--- src/sfc_pkg.sv ---
// Shared constants of the fast-channel frame transmitter.
// Assumes a single 250 MHz clock and a 32-bit AXI4-Lite register bus.
package sfc_pkg;

  // -----------------------------------------------------------------
  // Clock and line timing
  // -----------------------------------------------------------------
  localparam int CLK_MHZ = 250;
  localparam int TICK_TIME_NS = 3000;
  localparam int TICK_CYCLES = (TICK_TIME_NS * CLK_MHZ) / 1000;
  localparam logic [7:0] SYNC_TICKS = 8'h38;
  localparam logic [7:0] NIB_BASE_TICKS = 8'h0c;
  localparam logic [7:0] LOW_TICKS = 8'h05;
  localparam logic [7:0] PAUSE_TICKS = 8'h4d;

  // -----------------------------------------------------------------
  // Register byte offsets
  // -----------------------------------------------------------------
  localparam logic [7:0] OFS_CTRL = 8'h00;
  localparam logic [7:0] OFS_SECSEL = 8'h04;
  localparam logic [7:0] OFS_CLAMP = 8'h08;
  localparam logic [7:0] OFS_TEMP = 8'h0c;
  localparam logic [7:0] OFS_AMPL = 8'h10;
  localparam logic [7:0] OFS_ANGLE = 8'h14;
  localparam logic [7:0] OFS_STATBITS = 8'h18;
  localparam logic [7:0] OFS_SAMPLE = 8'h1c;
  localparam logic [7:0] OFS_STATUS = 8'h20;

  // -----------------------------------------------------------------
  // Control, clamp and status field positions
  // -----------------------------------------------------------------
  localparam int CTRL_ENABLE = 0;
  localparam int CTRL_ERRSTAT = 6;
  localparam int CTRL_PAUSE = 8;
  localparam int CTRL_CRCTYPE = 11;
  localparam int CTRL_FMT_LO = 14;
  localparam int CLAMP_HI_LO = 16;
  localparam int STATUS_CNT_LO = 16;

  // -----------------------------------------------------------------
  // Reset values
  // -----------------------------------------------------------------
  localparam logic [31:0] CTRL_RESET = 32'h0000_0000;
  localparam logic [11:0] CLAMP_LOW_RESET = 12'h000;
  localparam logic [11:0] CLAMP_HIGH_RESET = 12'hfff;

  // -----------------------------------------------------------------
  // CRC constants
  // -----------------------------------------------------------------
  localparam logic [3:0] CRC_SEED = 4'h5;
  localparam logic [3:0] CRC_POLY = 4'hd;

  // -----------------------------------------------------------------
  // Enumerations
  // -----------------------------------------------------------------
  typedef enum logic [1:0] {
    SFC_FMT_SINGLE = 2'b00,
    SFC_FMT_SECURE = 2'b01,
    SFC_FMT_DUAL = 2'b10,
    SFC_FMT_TWO_A7 = 2'b11
  } sfc_fmt_t;

  typedef enum logic [1:0] {
    SFC_SEC_TEMP = 2'b00,
    SFC_SEC_AMPL = 2'b01,
    SFC_SEC_ANGLE = 2'b10,
    SFC_SEC_NONE = 2'b11
  } sfc_sec_t;

  typedef enum logic {
    SFC_TX_IDLE = 1'b0,
    SFC_TX_PULSE = 1'b1
  } sfc_tx_t;

endpackage

--- src/sfc_fifo.sv ---
// Small FIFO of position samples from bus to framer.
// Assumes one clock; both sides use valid and ready.
`timescale 1ns/1ps
`default_nettype none
module sfc_fifo
#(
  parameter int WIDTH = 12,
  parameter int DEPTH = 8
)
(
  // Clock and reset
  input wire logic ref_clk,
  input wire logic rst,
  // Filling side
  input wire logic inValid,
  output logic inReady,
  input wire logic [WIDTH-1:0] inData,
  // Draining side
  output logic outValid,
  input wire logic outReady,
  output logic [WIDTH-1:0] outData,
  // Fill level
  output logic [$clog2(DEPTH+1)-1:0] level
);

  localparam int AW = $clog2(DEPTH);

  logic [WIDTH-1:0] mem [DEPTH];
  logic [AW-1:0] wrPtr;
  logic [AW-1:0] rdPtr;
  logic doPush;
  logic doPop;

  // Flags follow the fill level.
  assign inReady = (level != DEPTH[$clog2(DEPTH+1)-1:0]);
  assign outValid = (level != '0);
  assign outData = mem[rdPtr];
  assign doPush = inValid && inReady;
  assign doPop = outValid && outReady;

  // Storage takes only accepted pushes.
  always_ff @(posedge ref_clk)
  begin
    if (doPush)
    begin
      mem[wrPtr] <= inData;
    end
  end

  // Pointers wrap at the depth.
  always_ff @(posedge ref_clk or posedge rst)
  begin
    if (rst)
    begin
      wrPtr <= '0;
      rdPtr <= '0;
    end
    else
    begin
      if (doPush)
      begin
        wrPtr <= (wrPtr == AW'(DEPTH - 1)) ? '0 : wrPtr + 1'b1;
      end
      if (doPop)
      begin
        rdPtr <= (rdPtr == AW'(DEPTH - 1)) ? '0 : rdPtr + 1'b1;
      end
    end
  end

  // Level counts pushes against pops.
  always_ff @(posedge ref_clk or posedge rst)
  begin
    if (rst)
    begin
      level <= '0;
    end
    else if (doPush && !doPop)
    begin
      level <= level + 1'b1;
    end
    else if (doPop && !doPush)
    begin
      level <= level - 1'b1;
    end
  end

endmodule
`default_nettype wire

--- src/sfc_framer.sv ---
// Fast-channel frame transmitter with an AXI4-Lite register file.
// Assumes one 250 MHz clock; the line output drives one pin.
//
// Decided for this implementation: the address map and the AXI4-Lite register port.
`timescale 1ns/1ps
`default_nettype none
// Operation
// - Two-channel formats send six data nibbles after status.
// - Dual throttle channel two is the negated position.
// - Dual throttle position is clamped to the clamp limits.
// - A.7 channel two carries a selectable secondary value.
// - Status bits 0-1 from error setting, 2-3 from slow channel.
// - Position fills three nibbles first, top nibble first.
// - Negated position goes bottom nibble first in pulses six to eight.
// - Secondary value goes bottom nibble first, source set by two bits.
// - A CRC nibble follows the data, type bit picks algorithm.
// - A pause pulse ends the frame only when the pause bit enables it.
// - Single channel: three nibbles, CRC pulse six, pause seven.
// - Single channel offers only the position sensor layout.
// - Format field picks single, secure, dual throttle or A.7.
// - CRC type 0 uses the recommended CRC, 1 the legacy CRC.
// - Pause bit 0 sends frames back to back, 1 inserts a pause.
// - Error status bit 0 forces error bits to zero.
module sfc_framer
  import sfc_pkg::*;
#(
  parameter int TICK_CYC = TICK_CYCLES,
  parameter int FIFO_DEPTH = 8
)
(
  // Clock and reset
  input wire logic ref_clk,
  input wire logic rst,
  // AXI4-Lite write address and data
  input wire logic [7:0] s_axi_awaddr,
  input wire logic s_axi_awvalid,
  output logic s_axi_awready,
  input wire logic [31:0] s_axi_wdata,
  input wire logic [3:0] s_axi_wstrb,
  input wire logic s_axi_wvalid,
  output logic s_axi_wready,
  // AXI4-Lite write response
  output logic [1:0] s_axi_bresp,
  output logic s_axi_bvalid,
  input wire logic s_axi_bready,
  // AXI4-Lite read
  input wire logic [7:0] s_axi_araddr,
  input wire logic s_axi_arvalid,
  output logic s_axi_arready,
  output logic [31:0] s_axi_rdata,
  output logic [1:0] s_axi_rresp,
  output logic s_axi_rvalid,
  input wire logic s_axi_rready,
  // Line output, idles high
  output logic sentOut
);

  // -----------------------------------------------------------------
  // Helper functions
  // -----------------------------------------------------------------

  // Multiplies the CRC state by x^4 modulo the generator.
  function automatic logic [3:0] crcStep(input logic [3:0] c, input logic [3:0] n);
    logic [3:0] r;
    r = c;
    for (int b = 0; b < 4; b++)
    begin
      r = r[3] ? ({r[2:0], 1'b0} ^ CRC_POLY) : {r[2:0], 1'b0};
    end
    return r ^ n;
  endfunction

  // Byte-lane merge of a write into a stored word.
  function automatic logic [31:0] merge(input logic [31:0] o, input logic [31:0] d,
                                        input logic [3:0] s);
    logic [31:0] r;
    r = o;
    for (int k = 0; k < 4; k++)
    begin
      if (s[k])
      begin
        r[8*k +: 8] = d[8*k +: 8];
      end
    end
    return r;
  endfunction

  // -----------------------------------------------------------------
  // Register file and bus slave
  // -----------------------------------------------------------------
  logic [31:0] ctrl;
  logic [1:0] secSel;
  logic [11:0] clampLow;
  logic [11:0] clampHigh;
  logic [11:0] tempVal;
  logic [11:0] amplVal;
  logic [11:0] angleVal;
  logic [3:0] statBits;
  logic awHave;
  logic wHave;
  logic [7:0] awAddr;
  logic [31:0] wData;
  logic [3:0] wStrb;
  logic wrGo;
  logic wrSample;
  logic wrMapped;
  logic fifoInReady;
  logic fifoOutValid;
  logic [11:0] fifoOutData;
  logic [$clog2(FIFO_DEPTH+1)-1:0] fifoLevel;
  logic startFrame;
  sfc_tx_t txState;
  logic [15:0] frameCnt;
  logic [31:0] next_rdata;
  logic next_rok;

  // A sample write stalls its response while the FIFO is full.
  assign wrSample = (awAddr == OFS_SAMPLE);
  assign wrGo = awHave && wHave && !s_axi_bvalid && (!wrSample || fifoInReady);
  assign wrMapped = (awAddr <= OFS_SAMPLE) && (awAddr[1:0] == 2'b00);

  // Address and data land in either order, held until the response.
  always_ff @(posedge ref_clk or posedge rst)
  begin
    if (rst)
    begin
      awHave <= 1'b0;
      wHave <= 1'b0;
      awAddr <= 8'h00;
      wData <= 32'h0000_0000;
      wStrb <= 4'h0;
      s_axi_awready <= 1'b0;
      s_axi_wready <= 1'b0;
    end
    else
    begin
      if (s_axi_awvalid && s_axi_awready)
      begin
        awHave <= 1'b1;
        awAddr <= s_axi_awaddr;
        s_axi_awready <= 1'b0;
      end
      else if (!awHave)
      begin
        s_axi_awready <= 1'b1;
      end
      if (s_axi_wvalid && s_axi_wready)
      begin
        wHave <= 1'b1;
        wData <= s_axi_wdata;
        wStrb <= s_axi_wstrb;
        s_axi_wready <= 1'b0;
      end
      else if (!wHave)
      begin
        s_axi_wready <= 1'b1;
      end
      if (s_axi_bvalid && s_axi_bready)
      begin
        awHave <= 1'b0;
        wHave <= 1'b0;
      end
    end
  end

  // Write response; unmapped or status offsets answer with SLVERR.
  always_ff @(posedge ref_clk or posedge rst)
  begin
    if (rst)
    begin
      s_axi_bvalid <= 1'b0;
      s_axi_bresp <= 2'b00;
    end
    else if (wrGo)
    begin
      s_axi_bvalid <= 1'b1;
      s_axi_bresp <= wrMapped ? 2'b00 : 2'b10;
    end
    else if (s_axi_bready)
    begin
      s_axi_bvalid <= 1'b0;
    end
  end

  // Configuration registers.
  always_ff @(posedge ref_clk or posedge rst)
  begin
    if (rst)
    begin
      ctrl <= CTRL_RESET;
      secSel <= SFC_SEC_TEMP;
      clampLow <= CLAMP_LOW_RESET;
      clampHigh <= CLAMP_HIGH_RESET;
      tempVal <= 12'h000;
      amplVal <= 12'h000;
      angleVal <= 12'h000;
      statBits <= 4'h0;
    end
    else if (wrGo)
    begin
      unique case (awAddr)
        OFS_CTRL: ctrl <= merge(ctrl, wData, wStrb);
        OFS_SECSEL: secSel <= wStrb[0] ? wData[1:0] : secSel;
        OFS_CLAMP:
        begin
          clampLow <= 12'(merge({20'h00000, clampLow}, wData, wStrb));
          clampHigh <= 12'(merge({4'h0, clampHigh, 16'h0000}, wData, wStrb) >> CLAMP_HI_LO);
        end
        OFS_TEMP: tempVal <= 12'(merge({20'h00000, tempVal}, wData, wStrb));
        OFS_AMPL: amplVal <= 12'(merge({20'h00000, amplVal}, wData, wStrb));
        OFS_ANGLE: angleVal <= 12'(merge({20'h00000, angleVal}, wData, wStrb));
        OFS_STATBITS: statBits <= wStrb[0] ? wData[3:0] : statBits;
        default: ;
      endcase
    end
  end

  // Read decode; status shows the framer's state.
  always_comb
  begin
    next_rok = 1'b1;
    next_rdata = 32'h0000_0000;
    unique case (s_axi_araddr)
      OFS_CTRL: next_rdata = ctrl & 32'h0000_c941;
      OFS_SECSEL: next_rdata = {30'h0, secSel};
      OFS_CLAMP: next_rdata = {4'h0, clampHigh, 4'h0, clampLow};
      OFS_TEMP: next_rdata = {20'h0, tempVal};
      OFS_AMPL: next_rdata = {20'h0, amplVal};
      OFS_ANGLE: next_rdata = {20'h0, angleVal};
      OFS_STATBITS: next_rdata = {28'h0, statBits};
      OFS_SAMPLE: next_rdata = 32'h0000_0000;
      OFS_STATUS: next_rdata = {frameCnt, 8'h00, 4'(fifoLevel), 3'b000, txState};
      default: next_rok = 1'b0;
    endcase
  end

  // Read data stand until the master takes them.
  always_ff @(posedge ref_clk or posedge rst)
  begin
    if (rst)
    begin
      s_axi_arready <= 1'b0;
      s_axi_rvalid <= 1'b0;
      s_axi_rdata <= 32'h0000_0000;
      s_axi_rresp <= 2'b00;
    end
    else if (s_axi_arvalid && s_axi_arready)
    begin
      s_axi_arready <= 1'b0;
      s_axi_rvalid <= 1'b1;
      s_axi_rdata <= next_rdata;
      s_axi_rresp <= next_rok ? 2'b00 : 2'b10;
    end
    else if (s_axi_rvalid)
    begin
      s_axi_rvalid <= !s_axi_rready;
    end
    else
    begin
      s_axi_arready <= 1'b1;
    end
  end

  // -----------------------------------------------------------------
  // Sample FIFO
  // -----------------------------------------------------------------
  sfc_fifo #(.WIDTH(12), .DEPTH(FIFO_DEPTH)) u_fifo
  (
    .ref_clk(ref_clk),
    .rst(rst),
    .inValid(wrGo && wrSample),
    .inReady(fifoInReady),
    .inData(wData[11:0]),
    .outValid(fifoOutValid),
    .outReady(startFrame),
    .outData(fifoOutData),
    .level(fifoLevel)
  );

  // -----------------------------------------------------------------
  // Frame assembly
  // -----------------------------------------------------------------
  logic [11:0] lastPos;
  logic [11:0] rawPos;
  logic [11:0] curPos;
  logic [11:0] secVal;
  logic [11:0] chan2;
  logic [1:0] fmt;
  logic twoChan;
  logic [27:0] next_nibs;
  logic [3:0] next_crc;
  logic [27:0] nibs;
  logic [3:0] crcNib;
  logic [2:0] nData;
  logic pauseOn;

  assign fmt = ctrl[CTRL_FMT_LO +: 2];
  assign rawPos = fifoOutValid ? fifoOutData : lastPos;
  assign twoChan = (fmt == SFC_FMT_DUAL) || (fmt == SFC_FMT_TWO_A7);

  always_comb
  begin
    curPos = rawPos;
    if (fmt == SFC_FMT_DUAL)
    begin
      if (rawPos < clampLow)
      begin
        curPos = clampLow;
      end
      else if (rawPos > clampHigh)
      begin
        curPos = clampHigh;
      end
    end
  end

  always_comb
  begin
    unique case (secSel)
      SFC_SEC_TEMP: secVal = tempVal;
      SFC_SEC_AMPL: secVal = amplVal;
      SFC_SEC_ANGLE: secVal = angleVal;
      SFC_SEC_NONE: secVal = 12'h000;
    endcase
  end

  assign chan2 = (fmt == SFC_FMT_DUAL) ? (12'hfff - curPos) : secVal;

  // Nibble vector: slot 0 status, slots 1..6 data.
  always_comb
  begin
    next_nibs = 28'h0000000;
    next_nibs[1:0] = ctrl[CTRL_ERRSTAT] ? statBits[1:0] : 2'b00;
    next_nibs[3:2] = statBits[3:2];
    next_nibs[7:4] = curPos[11:8];
    next_nibs[11:8] = curPos[7:4];
    next_nibs[15:12] = curPos[3:0];
    if (twoChan)
    begin
      next_nibs[19:16] = chan2[3:0];
      next_nibs[23:20] = chan2[7:4];
      next_nibs[27:24] = chan2[11:8];
    end
  end

  always_comb
  begin
    next_crc = CRC_SEED;
    for (int i = 1; i < 7; i++)
    begin
      if (twoChan || i < 4)
      begin
        next_crc = crcStep(next_crc, next_nibs[4*i +: 4]);
      end
    end
    if (!ctrl[CTRL_CRCTYPE])
    begin
      next_crc = crcStep(next_crc, 4'h0);
    end
  end

  always_ff @(posedge ref_clk or posedge rst)
  begin
    if (rst)
    begin
      lastPos <= 12'h000;
      nibs <= 28'h0000000;
      crcNib <= 4'h0;
      nData <= 3'd3;
      pauseOn <= 1'b0;
    end
    else if (startFrame)
    begin
      lastPos <= rawPos;
      nibs <= next_nibs;
      crcNib <= next_crc;
      nData <= twoChan ? 3'd6 : 3'd3;
      pauseOn <= ctrl[CTRL_PAUSE];
    end
  end

  // -----------------------------------------------------------------
  // Tick divider and pulse engine
  // -----------------------------------------------------------------
  logic [15:0] divCnt;
  logic tickEn;
  logic [7:0] tickCnt;
  logic [3:0] pIdx;
  logic [7:0] pLen;
  logic lastTick;
  logic lastPulse;
  logic [7:0] next_tick;

  // One tick enable every TICK_CYC clocks.
  always_ff @(posedge ref_clk or posedge rst)
  begin
    if (rst)
    begin
      divCnt <= 16'h0000;
      tickEn <= 1'b0;
    end
    else
    begin
      tickEn <= (divCnt == 16'(TICK_CYC - 1));
      divCnt <= (divCnt == 16'(TICK_CYC - 1)) ? 16'h0000 : divCnt + 1'b1;
    end
  end

  always_comb
  begin
    if (pIdx == 4'd0)
    begin
      pLen = SYNC_TICKS;
    end
    else if (pIdx <= 4'(nData) + 4'd1)
    begin
      pLen = NIB_BASE_TICKS + 8'(nibs[4*(pIdx-4'd1) +: 4]);
    end
    else if (pIdx == 4'(nData) + 4'd2)
    begin
      pLen = NIB_BASE_TICKS + 8'(crcNib);
    end
    else
    begin
      pLen = PAUSE_TICKS;
    end
  end

  assign lastTick = (tickCnt == pLen - 8'd1);
  assign lastPulse = (pIdx == 4'(nData) + (pauseOn ? 4'd3 : 4'd2));
  assign startFrame = tickEn && ctrl[CTRL_ENABLE] &&
                      ((txState == SFC_TX_IDLE) || (lastTick && lastPulse));
  assign next_tick = (startFrame || lastTick) ? 8'h00 : tickCnt + 8'd1;

  // Pulse sequencing; a disable finishes the frame first.
  always_ff @(posedge ref_clk or posedge rst)
  begin
    if (rst)
    begin
      txState <= SFC_TX_IDLE;
      tickCnt <= 8'h00;
      pIdx <= 4'h0;
      frameCnt <= 16'h0000;
    end
    else if (tickEn)
    begin
      unique case (txState)
        SFC_TX_IDLE:
        begin
          if (startFrame)
          begin
            txState <= SFC_TX_PULSE;
            tickCnt <= 8'h00;
            pIdx <= 4'h0;
          end
        end
        SFC_TX_PULSE:
        begin
          tickCnt <= next_tick;
          if (lastTick)
          begin
            pIdx <= lastPulse ? 4'h0 : pIdx + 4'd1;
            if (lastPulse)
            begin
              frameCnt <= frameCnt + 16'h0001;
              txState <= startFrame ? SFC_TX_PULSE : SFC_TX_IDLE;
            end
          end
        end
      endcase
    end
  end

  // Line is low for the first ticks of each pulse, else high.
  always_ff @(posedge ref_clk or posedge rst)
  begin
    if (rst)
    begin
      sentOut <= 1'b1;
    end
    else if (tickEn)
    begin
      if (startFrame || (txState == SFC_TX_PULSE && !(lastTick && lastPulse)))
      begin
        sentOut <= (next_tick < LOW_TICKS) ? 1'b0 : 1'b1;
      end
      else
      begin
        sentOut <= 1'b1;
      end
    end
  end

endmodule
`default_nettype wire

--- config.mk ---
export PLATFORM = sky130hd
export DESIGN_NAME = sfc_framer
export DESIGN_NICKNAME = d
export VERILOG_FILES = /design/src/sfc_pkg.sv /design/src/sfc_fifo.sv /design/src/sfc_framer.sv
export SDC_FILE = /design/constraint.sdc
export NUM_CORES = 1
export LEC_CHECK = 0
export BUFFER_PORTS_ARGS = -buffer_cell sky130_fd_sc_hd__clkbuf_2
export CAP_MARGIN = 20
export CELL_PAD_IN_SITES_DETAIL_PLACEMENT = 0
export CELL_PAD_IN_SITES_GLOBAL_PLACEMENT = 1
export CORE_UTILIZATION = 54
export DETAILED_ROUTE_END_ITERATION = 8
export HOLD_SLACK_MARGIN = 0.1
export PLACE_DENSITY_LB_ADDON = 0.1
export SLEW_MARGIN = 25
export SYNTH_ARGS = -nofsm -noshare
export SYNTH_HDL_FRONTEND = slang
export SYNTH_SLANG_ARGS = --single-unit
--- constraint.sdc ---
create_clock -name ref_clk -period 11.77 [get_ports ref_clk]
set_input_delay 0.5885 -clock ref_clk [delete_from_list [all_inputs] [get_ports ref_clk]]
set_output_delay 0.5885 -clock ref_clk [all_outputs]
set_load 0.1 [all_outputs]
# ---- Word level (Yosys, flattened, before mapping)
# Memories as Yosys holds them, arrays and structs flattened.
# Cells that the tools add are included.
dict set report classes {
  n_addsub 16
  order_cmp 5
  eq_ne 32
  shifts 1
  mux 79
  bitwise 31
  n_reduce_logical 56
}
# op count
set ops {}
lappend ops {{$pmux 32 s8} 1}
lappend ops {{$mux 4} 33}
lappend ops {{$mux 12} 6}
lappend ops {{$not 3->3} 24}
lappend ops {{$eq 8x5->1 const B} 8}
lappend ops {{$pmux 12 s4} 1}
lappend ops {{$reduce_and 3->1} 15}
lappend ops {{$shiftx 28x33->4} 1}
lappend ops {{$add 16x1->16 const B} 2}
lappend ops {{$eq 8x4->1 const B} 4}
lappend ops {{$mux 1} 23}
lappend ops {{$mux 7} 3}
lappend ops {{$xor 4x4->4} 5}
lappend ops {{$logic_and 1x1->1} 17}
lappend ops {{$eq 16x10->1 const B} 1}
lappend ops {{$eq 8x3->1 const B} 2}
lappend ops {{$logic_not 8->1} 2}
lappend ops {{$mux 16} 1}
lappend ops {{$mux 8} 2}
lappend ops {{$pmux 8 s2} 1}
lappend ops {{$gt 12x12->1} 1}
lappend ops {{$lt 12x12->1} 1}
lappend ops {{$sub 12x12->12 const A} 1}
lappend ops {{$add 4x4->5 const A} 2}
lappend ops {{36 further kinds} 63}
dict set report word_totals {
  reg_bits 269
  ram_bits 96
  in_bits 59
  output_inout_bits 42
  mem_count 1
}
# name words word_bits read_ports rd_ports_with_merged_regs wr line
set memory_table {}
lappend memory_table {u_fifo.mem 8 12 1 0 1 sfc_fifo.sv:28} ;# logic [WIDTH-1:0] mem [DEPTH];

# ---- Logic depth before layout (Yosys ltp)
dict set report logic_depth {
  ltp_word 64
  depth_mapped 27
  ltp_nobuf 25
}

# ---- Cells and area by module
# A second synthesis with hierarchy kept.
dict set report hier_totals {
  hier_cells 1507
  area_unflattened_um2 17773.3
}
# module n_inst cells_each area_each_um2 seq_area_each_um2
set modules_own_cells {}
lappend modules_own_cells {sfc_framer 1 1302 13387.8 6098.3}
lappend modules_own_cells {sfc_fifo 1 205 4385.5 3133.0}

# ---- Worst setup path before layout
# Ideal clock, no wire load.
dict set report synth_timing {
  kind {register to register}
  start {register u_fifo.rdPtr[0]}
  end {register crcNib[2]}
  setup_time_ns 0.082
  arrival_ns 5.810
  t_required_ns 11.688
  slack_ns 5.878
  stages_incl_launch_ff 26
  path_buffers 4
  synth_period_minus_slack_ns 5.892
  path_cell_list {dfrtp_1 -> buf_6 -> buf_6 -> buf_2 -> mux4_2 -> mux2i_1 -> nor2_1 -> a21oi_1 -> inv_1 -> ha_1 -> o211ai_1 -> or3_1 -> a221oi_4 -> or3_1 -> buf_6 -> a21oi_2 -> o211ai_2 -> xor2_2 -> xor2_2 -> xor2_1 -> xnor3_1 -> xnor3_1 -> a21o_2 -> xnor3_1 -> or3_1 -> a31oi_1}
}
dict set report synth_via {
  elab_chain_cells 52
  word_cells_on_any_way 68
  classes_between {add/sub (1); order compare (2); mux (34); bitwise (30); memory (1)}
}
# item line
set synth_lines {}
lappend synth_lines {{start: declaration} sfc_fifo.sv:30} ;# logic [AW-1:0] rdPtr;
lappend synth_lines {{start signal: assignment} sfc_fifo.sv:66} ;# rdPtr <= (rdPtr == AW'(DEPTH - 1)) ? '0 : rdPtr + 1'b1;
lappend synth_lines {{$mem_v2 8x12 *} n/a}
lappend synth_lines {{$mux 12 *} sfc_framer.sv:298} ;# assign rawPos = fifoOutValid ? fifoOutData : lastPos;
lappend synth_lines {{net rawPos[3]} sfc_framer.sv:284} ;# logic [11:0] rawPos;
lappend synth_lines {{$gt 12x12->1} sfc_framer.sv:310} ;# else if (rawPos > clampHigh)
lappend synth_lines {{$mux 12} sfc_framer.sv:310}
lappend synth_lines {{$mux 12} sfc_framer.sv:306} ;# if (rawPos < clampLow)
lappend synth_lines {{$mux 12 *} sfc_framer.sv:304} ;# if (fmt == SFC_FMT_DUAL)
lappend synth_lines {{$not 2->2 (no line)} n/a}
lappend synth_lines {{(+35 left out)} n/a}
lappend synth_lines {{$mux 4 or $not 3->3 (tied branches)} n/a}
lappend synth_lines {{$xor 4x4->4 or $mux 4 (tied branches)} {sfc_framer.sv:70, sfc_framer.sv:68}}
lappend synth_lines {{$mux 4 *} sfc_framer.sv:351} ;# if (twoChan || i < 4)
lappend synth_lines {{$not 3->3 (no line) (tied with other cells)} n/a}
lappend synth_lines {{$mux 4 or $not 3->3 (tied branches) (3 in series)} n/a}
lappend synth_lines {{$not 3->3 (no line) or $mux 4 (tied branches)} n/a}
lappend synth_lines {{$mux 4} sfc_framer.sv:68} ;# r = r[3] ? ({r[2:0], 1'b0} ^ CRC_POLY) : {r[2:0], 1'b0};
lappend synth_lines {{$mux 4 *} sfc_framer.sv:356} ;# if (!ctrl[CTRL_CRCTYPE])
lappend synth_lines {{end signal: assignment} sfc_framer.sv:376} ;# crcNib <= next_crc;
lappend synth_lines {{end: declaration} sfc_framer.sv:293} ;# logic [3:0] crcNib;
# The timed path passes the listed nets; every way through them passes the cells marked *.
# A chain may end at the register's enable or synchronous reset.

# ---- Final worst setup path
# Ends and elaborated chain as after synthesis.

==> load_flow_metrics.sql <==
INSERT INTO impl_metrics (metric_group, metric, value, unit) VALUES
('status', 'run_status', 'finished, final reports clean', ''),
('die', 'placementRows', '65', ''),
('timing', 'finalClockSkew', '0.0166', 'ns'),
('die', 'floorplan.initialDensity', '55.3', '%'),
('hold_path', 'hp-class', 'in2async', ''),
('die', 'io-pin-count', '101', ''),
('yosys', 'syn_inst_count', '1480', ''),
('worst_setup_path', 'setup.reg_to_reg.worst_slack', '4.36', 'ns'),
('timing', 'setup_total_negative_slack', '0', 'ns'),
('die', 'full_die_area', '33400', 'µm²'),
('detailed_routing', 'drt_first_pass_iters', '5', ''),
('power_and_ir_drop', 'vdd_ir_drop_max', '419', 'µV'),
('finish', 'fraction_of_final_layout_cells_with_drive_strength_greater_than_1', '23.9', '%'),
('worst_setup_path', 'critical_path.startpoint_type', 'flop', ''),
('cts', 'clock_sink_count', '349', ''),
('worst_setup_path', 'cp.required', '12.22', 'ns'),
('timing', 'finalMaxSlewViolations', '0', ''),
('cts', 'cts_tree', 'yes', ''),
('finish', 'multi_input_logic_area', '7890', 'µm²'),
('global_route', 'first_global_vias', '11700', ''),
('die', 'core_area', '31900', 'µm²'),
('die', 'chipHeight', '183', 'µm'),
('yosys', 'yosys.cell_count.top_type', 'dfrtp_1', ''),
('timing', 'rsz0062_at_grt', 'false', ''),
('cts', 'clk_pin_slew_worst_paths', '0.06', 'ns'),
('finish', 'diodes', '0', ''),
('timing', 'max_freq', '0.135', 'GHz'),
('worst_setup_path', 'timing.critical_path.fanout_max', '27', ''),
('detailed_routing', 'wl_per_cell', '21.0', 'µm'),
('cts', 'worst_skew_pair.late_latency', '0.54', 'ns'),
('global_route', 'grt_util_all_layers', '26.4', '%'),
('detailed_routing', 'dr_total_vias', '12000', ''),
('detailed_routing', 'vias_per_cell', '5.92', ''),
('timing', 'setup_viol', '0', ''),
('global_route', 'grt_first_pass_wirelength', '67200', 'µm'),
('power_and_ir_drop', 'power_density', '301', 'nW/µm²'),
('yosys', 'synth-seq-cells', '349', ''),
('worst_setup_path', 'r2r_start', 'u_fifo.rdPtr[0]$_DFFE_PP0P_', ''),
('timing', 'timing.final.hold_violations', '0', ''),
('timing', 'fin_crit', '7.41', 'ns'),
('cts', 'post_cts_buffers', '0', ''),
('timing', 'timing.max_slew.rel_slack', '33.6', '%'),
('cts', 'post_cts.resized_instances', '0', ''),
('cts', 'clock_tree.htree_level_count', '2', ''),
('placed_design', 'gp_routability_congestion', '0.920', ''),
('yosys', 'synthTopCellsByCount', 'dfrtp_1 (239), mux2_2 (135), nand2_1 (128)', ''),
('timing', 'fin_crit_sh', '63.0', '%'),
('yosys', 'yosys-top-cells-area', 'dfrtp_1 (34%), edfxtp_1 (16%), mux2_2 (8.6%)', ''),
('cts', 'postCtsHoldBufs', '0', ''),
('finish', 'seq_area', '9230', 'µm²'),
('cts', 'cts_root_buf', 'clkbuf_16', ''),
('global_route', 'grt_max_degree', '117', ''),
('detailed_routing', 'route.final.wire_length', '42600', 'µm'),
('finish', 'fill_cell_total_of_the_finished_layout', '2565', ''),
('finish', 'final_core_utilization', '62.3', '%'),
('cts', 'cts_inserted_buffers', '39', ''),
('yosys', 'synth-warning-count', '0', ''),
('yosys', 'synth-edff-count', '96', ''),
('detailed_routing', 'remaining_drc_errors', '0', ''),
('finish', 'syn2layout_area_growth', '12.6', '%'),
('yosys', 'seq_total_area_yosys', '52.3', '%'),
('yosys', 'synth_top_cell_by_area', 'dfrtp_1', ''),
('global_route', 'antenna_found_initial', '0', ''),
('placed_design', 'port-buffer-count', '90', ''),
('yosys', 'synthesis.area_per_instance', '11.9', 'µm²'),
('worst_setup_path', 'critPathArrivalTime', '7.86', 'ns'),
('power_and_ir_drop', 'pleak', '8.47', 'nW'),
('timing', 'tightestPinTransition', '0.985', 'ns'),
('yosys', 'ys_async_sr_fraction', '72.5', '%'),
('cts', 'max-clock-path-buffers', '3', ''),
('detailed_routing', 'antenna_violating_nets_post_route', '0', '');
## routing by layer
layer / part of all wire, % / routed length (µm) / GRT usage (%)
met1: 46 / 19500 / 38.4
met4: 2.1 / 885 / 6.18
met3: 5.4 / 2290 / 4.27
met2: 47 / 19900 / 41.6
met5: 0 / 0 / 0
## layout by cell type (no fill, tap or decap), types with 5 or more instances in the layout
cell type	count
mux2_2	135
a211oi_1	8
xnor2_1	55
clkbuf_2	90
clkbuf_8	6
clkbuf_1	10
dfrtp_1	239
o31ai_1	10
a31oi_1	10
a21oi_1	66
a221o_1	15
o21a_1	5
and4_1	5
buf_4	28
a22o_1	14
nand3_1	45
mux4_2	29
nor2_1	85
o211ai_1	19
nand2_1	128
nor3_1	25
nand4_1	17
edfxtp_1	96
clkinv_2	6
or3_1	9
ha_1	46
a22oi_1	10
xnor3_1	9
and3_1	28
nor2b_1	5
o21ai_0	51
clkbuf_16	41
a21o_1	5
dfstp_2	14
mux2i_1	48
xor2_1	25
inv_1	52
nand2b_1	8
o22ai_1	16
## power breakdown
group | total (mW) | switching (mW) | internal (mW)
Combinational | 3.13 | 1.76 | 1.36
Clock | 1.24 | 0.477 | 0.764
Sequential | 1.62 | 0.205 | 1.42
Total | 5.99 | 2.44 | 3.54
## critical path: stages (launching register included)
cell and delay [ns]:
dfrtp_1 0.40, buf_4 0.41, mux4_2 0.57, mux2i_1 0.22, nor2_1 0.07, a21oi_1 0.37
inv_1 0.20, ha_1 0.34, nand4_1 0.12, or3_1 0.40, a221oi_4 0.29, or3_1 0.80
o211ai_1 0.25, a221oi_1 0.60, xnor2_1 0.17, xnor2_1 0.32, xnor2_1 0.11, nor2_1 0.24
xnor3_1 0.36, a21o_2 0.25, xnor3_1 0.34, or3_1 0.31, a31oi_1 0.16
## stage by stage
step	setup slack [ns]	std cells	hold WS, ns	area (µm²)	power (mW)
global route	3.87	2027	0.255	19900	6.35
global placement	4.49	1957	0.445	18500	4.68
floorplan	4.25	1483	0.433	17600	4.19
detailed placement	4.43	1957	0.456	18500	4.73
CTS	4.41	2027	0.238	19900	5.99
finish	4.36	2027	0.188	19900	5.99
## registers in the layout, indices dropped and copies added, names as in the netlist, 6 cells and up
name         cells
awAddr           8
wData           26
lastPos         12
amplVal         12
divCnt          16
tickCnt          8
frameCnt        16
nibs            28
u_fifo.mem      96
ctrl             6
s_axi_rdata     30
clampHigh       12
tempVal         12
clampLow        12
angleVal        12
## cells by family after synthesis
| kind of cell | after synthesis | synth area share (%) |
|---|---|---|
| and+or+nand+nor | 382 | 10.3 |
| DFF | 349 | 52.3 |
| AOI/OAI and AO/OA | 260 | 10.1 |
| muxes | 213 | 15.2 |
| buffers and inverters | 134 | 3.20 |
| xor gates and xnor gates | 94 | 5.58 |
| adders and majority gates | 47 | 3.38 |
| other | 1 | 0.0213 |
## layout make-up
cell class | count | area share, %
flip-flops and latches | 349 | 46.5
multi-input cells | 1000 | 39.7
repair buffers | 119 | 3.38
clock buffers | 57 | 5.77
clock inverters | 13 | 0.894
well taps | 435 | 2.74
inverters | 54 | 1.06
## how the worst max path moves through the flow
stage | depth (start not counted) | endpoint | startpoint
floorplan | 1 | amplVal[0]$_DFFE_PP0P_ | rst
global placement | 22 | crcNib[2]$_DFFE_PP0P_ | u_fifo.rdPtr[0]$_DFFE_PP0P_
detailed placement | 22 | crcNib[2]$_DFFE_PP0P_ | u_fifo.rdPtr[0]$_DFFE_PP0P_
CTS | 22 | crcNib[2]$_DFFE_PP0P_ | u_fifo.rdPtr[0]$_DFFE_PP0P_
global route | 22 | crcNib[2]$_DFFE_PP0P_ | u_fifo.rdPtr[0]$_DFFE_PP0P_
finish | 22 | crcNib[2]$_DFFE_PP0P_ | u_fifo.rdPtr[0]$_DFFE_PP0P_
Power figures use the tool's default switching activity.
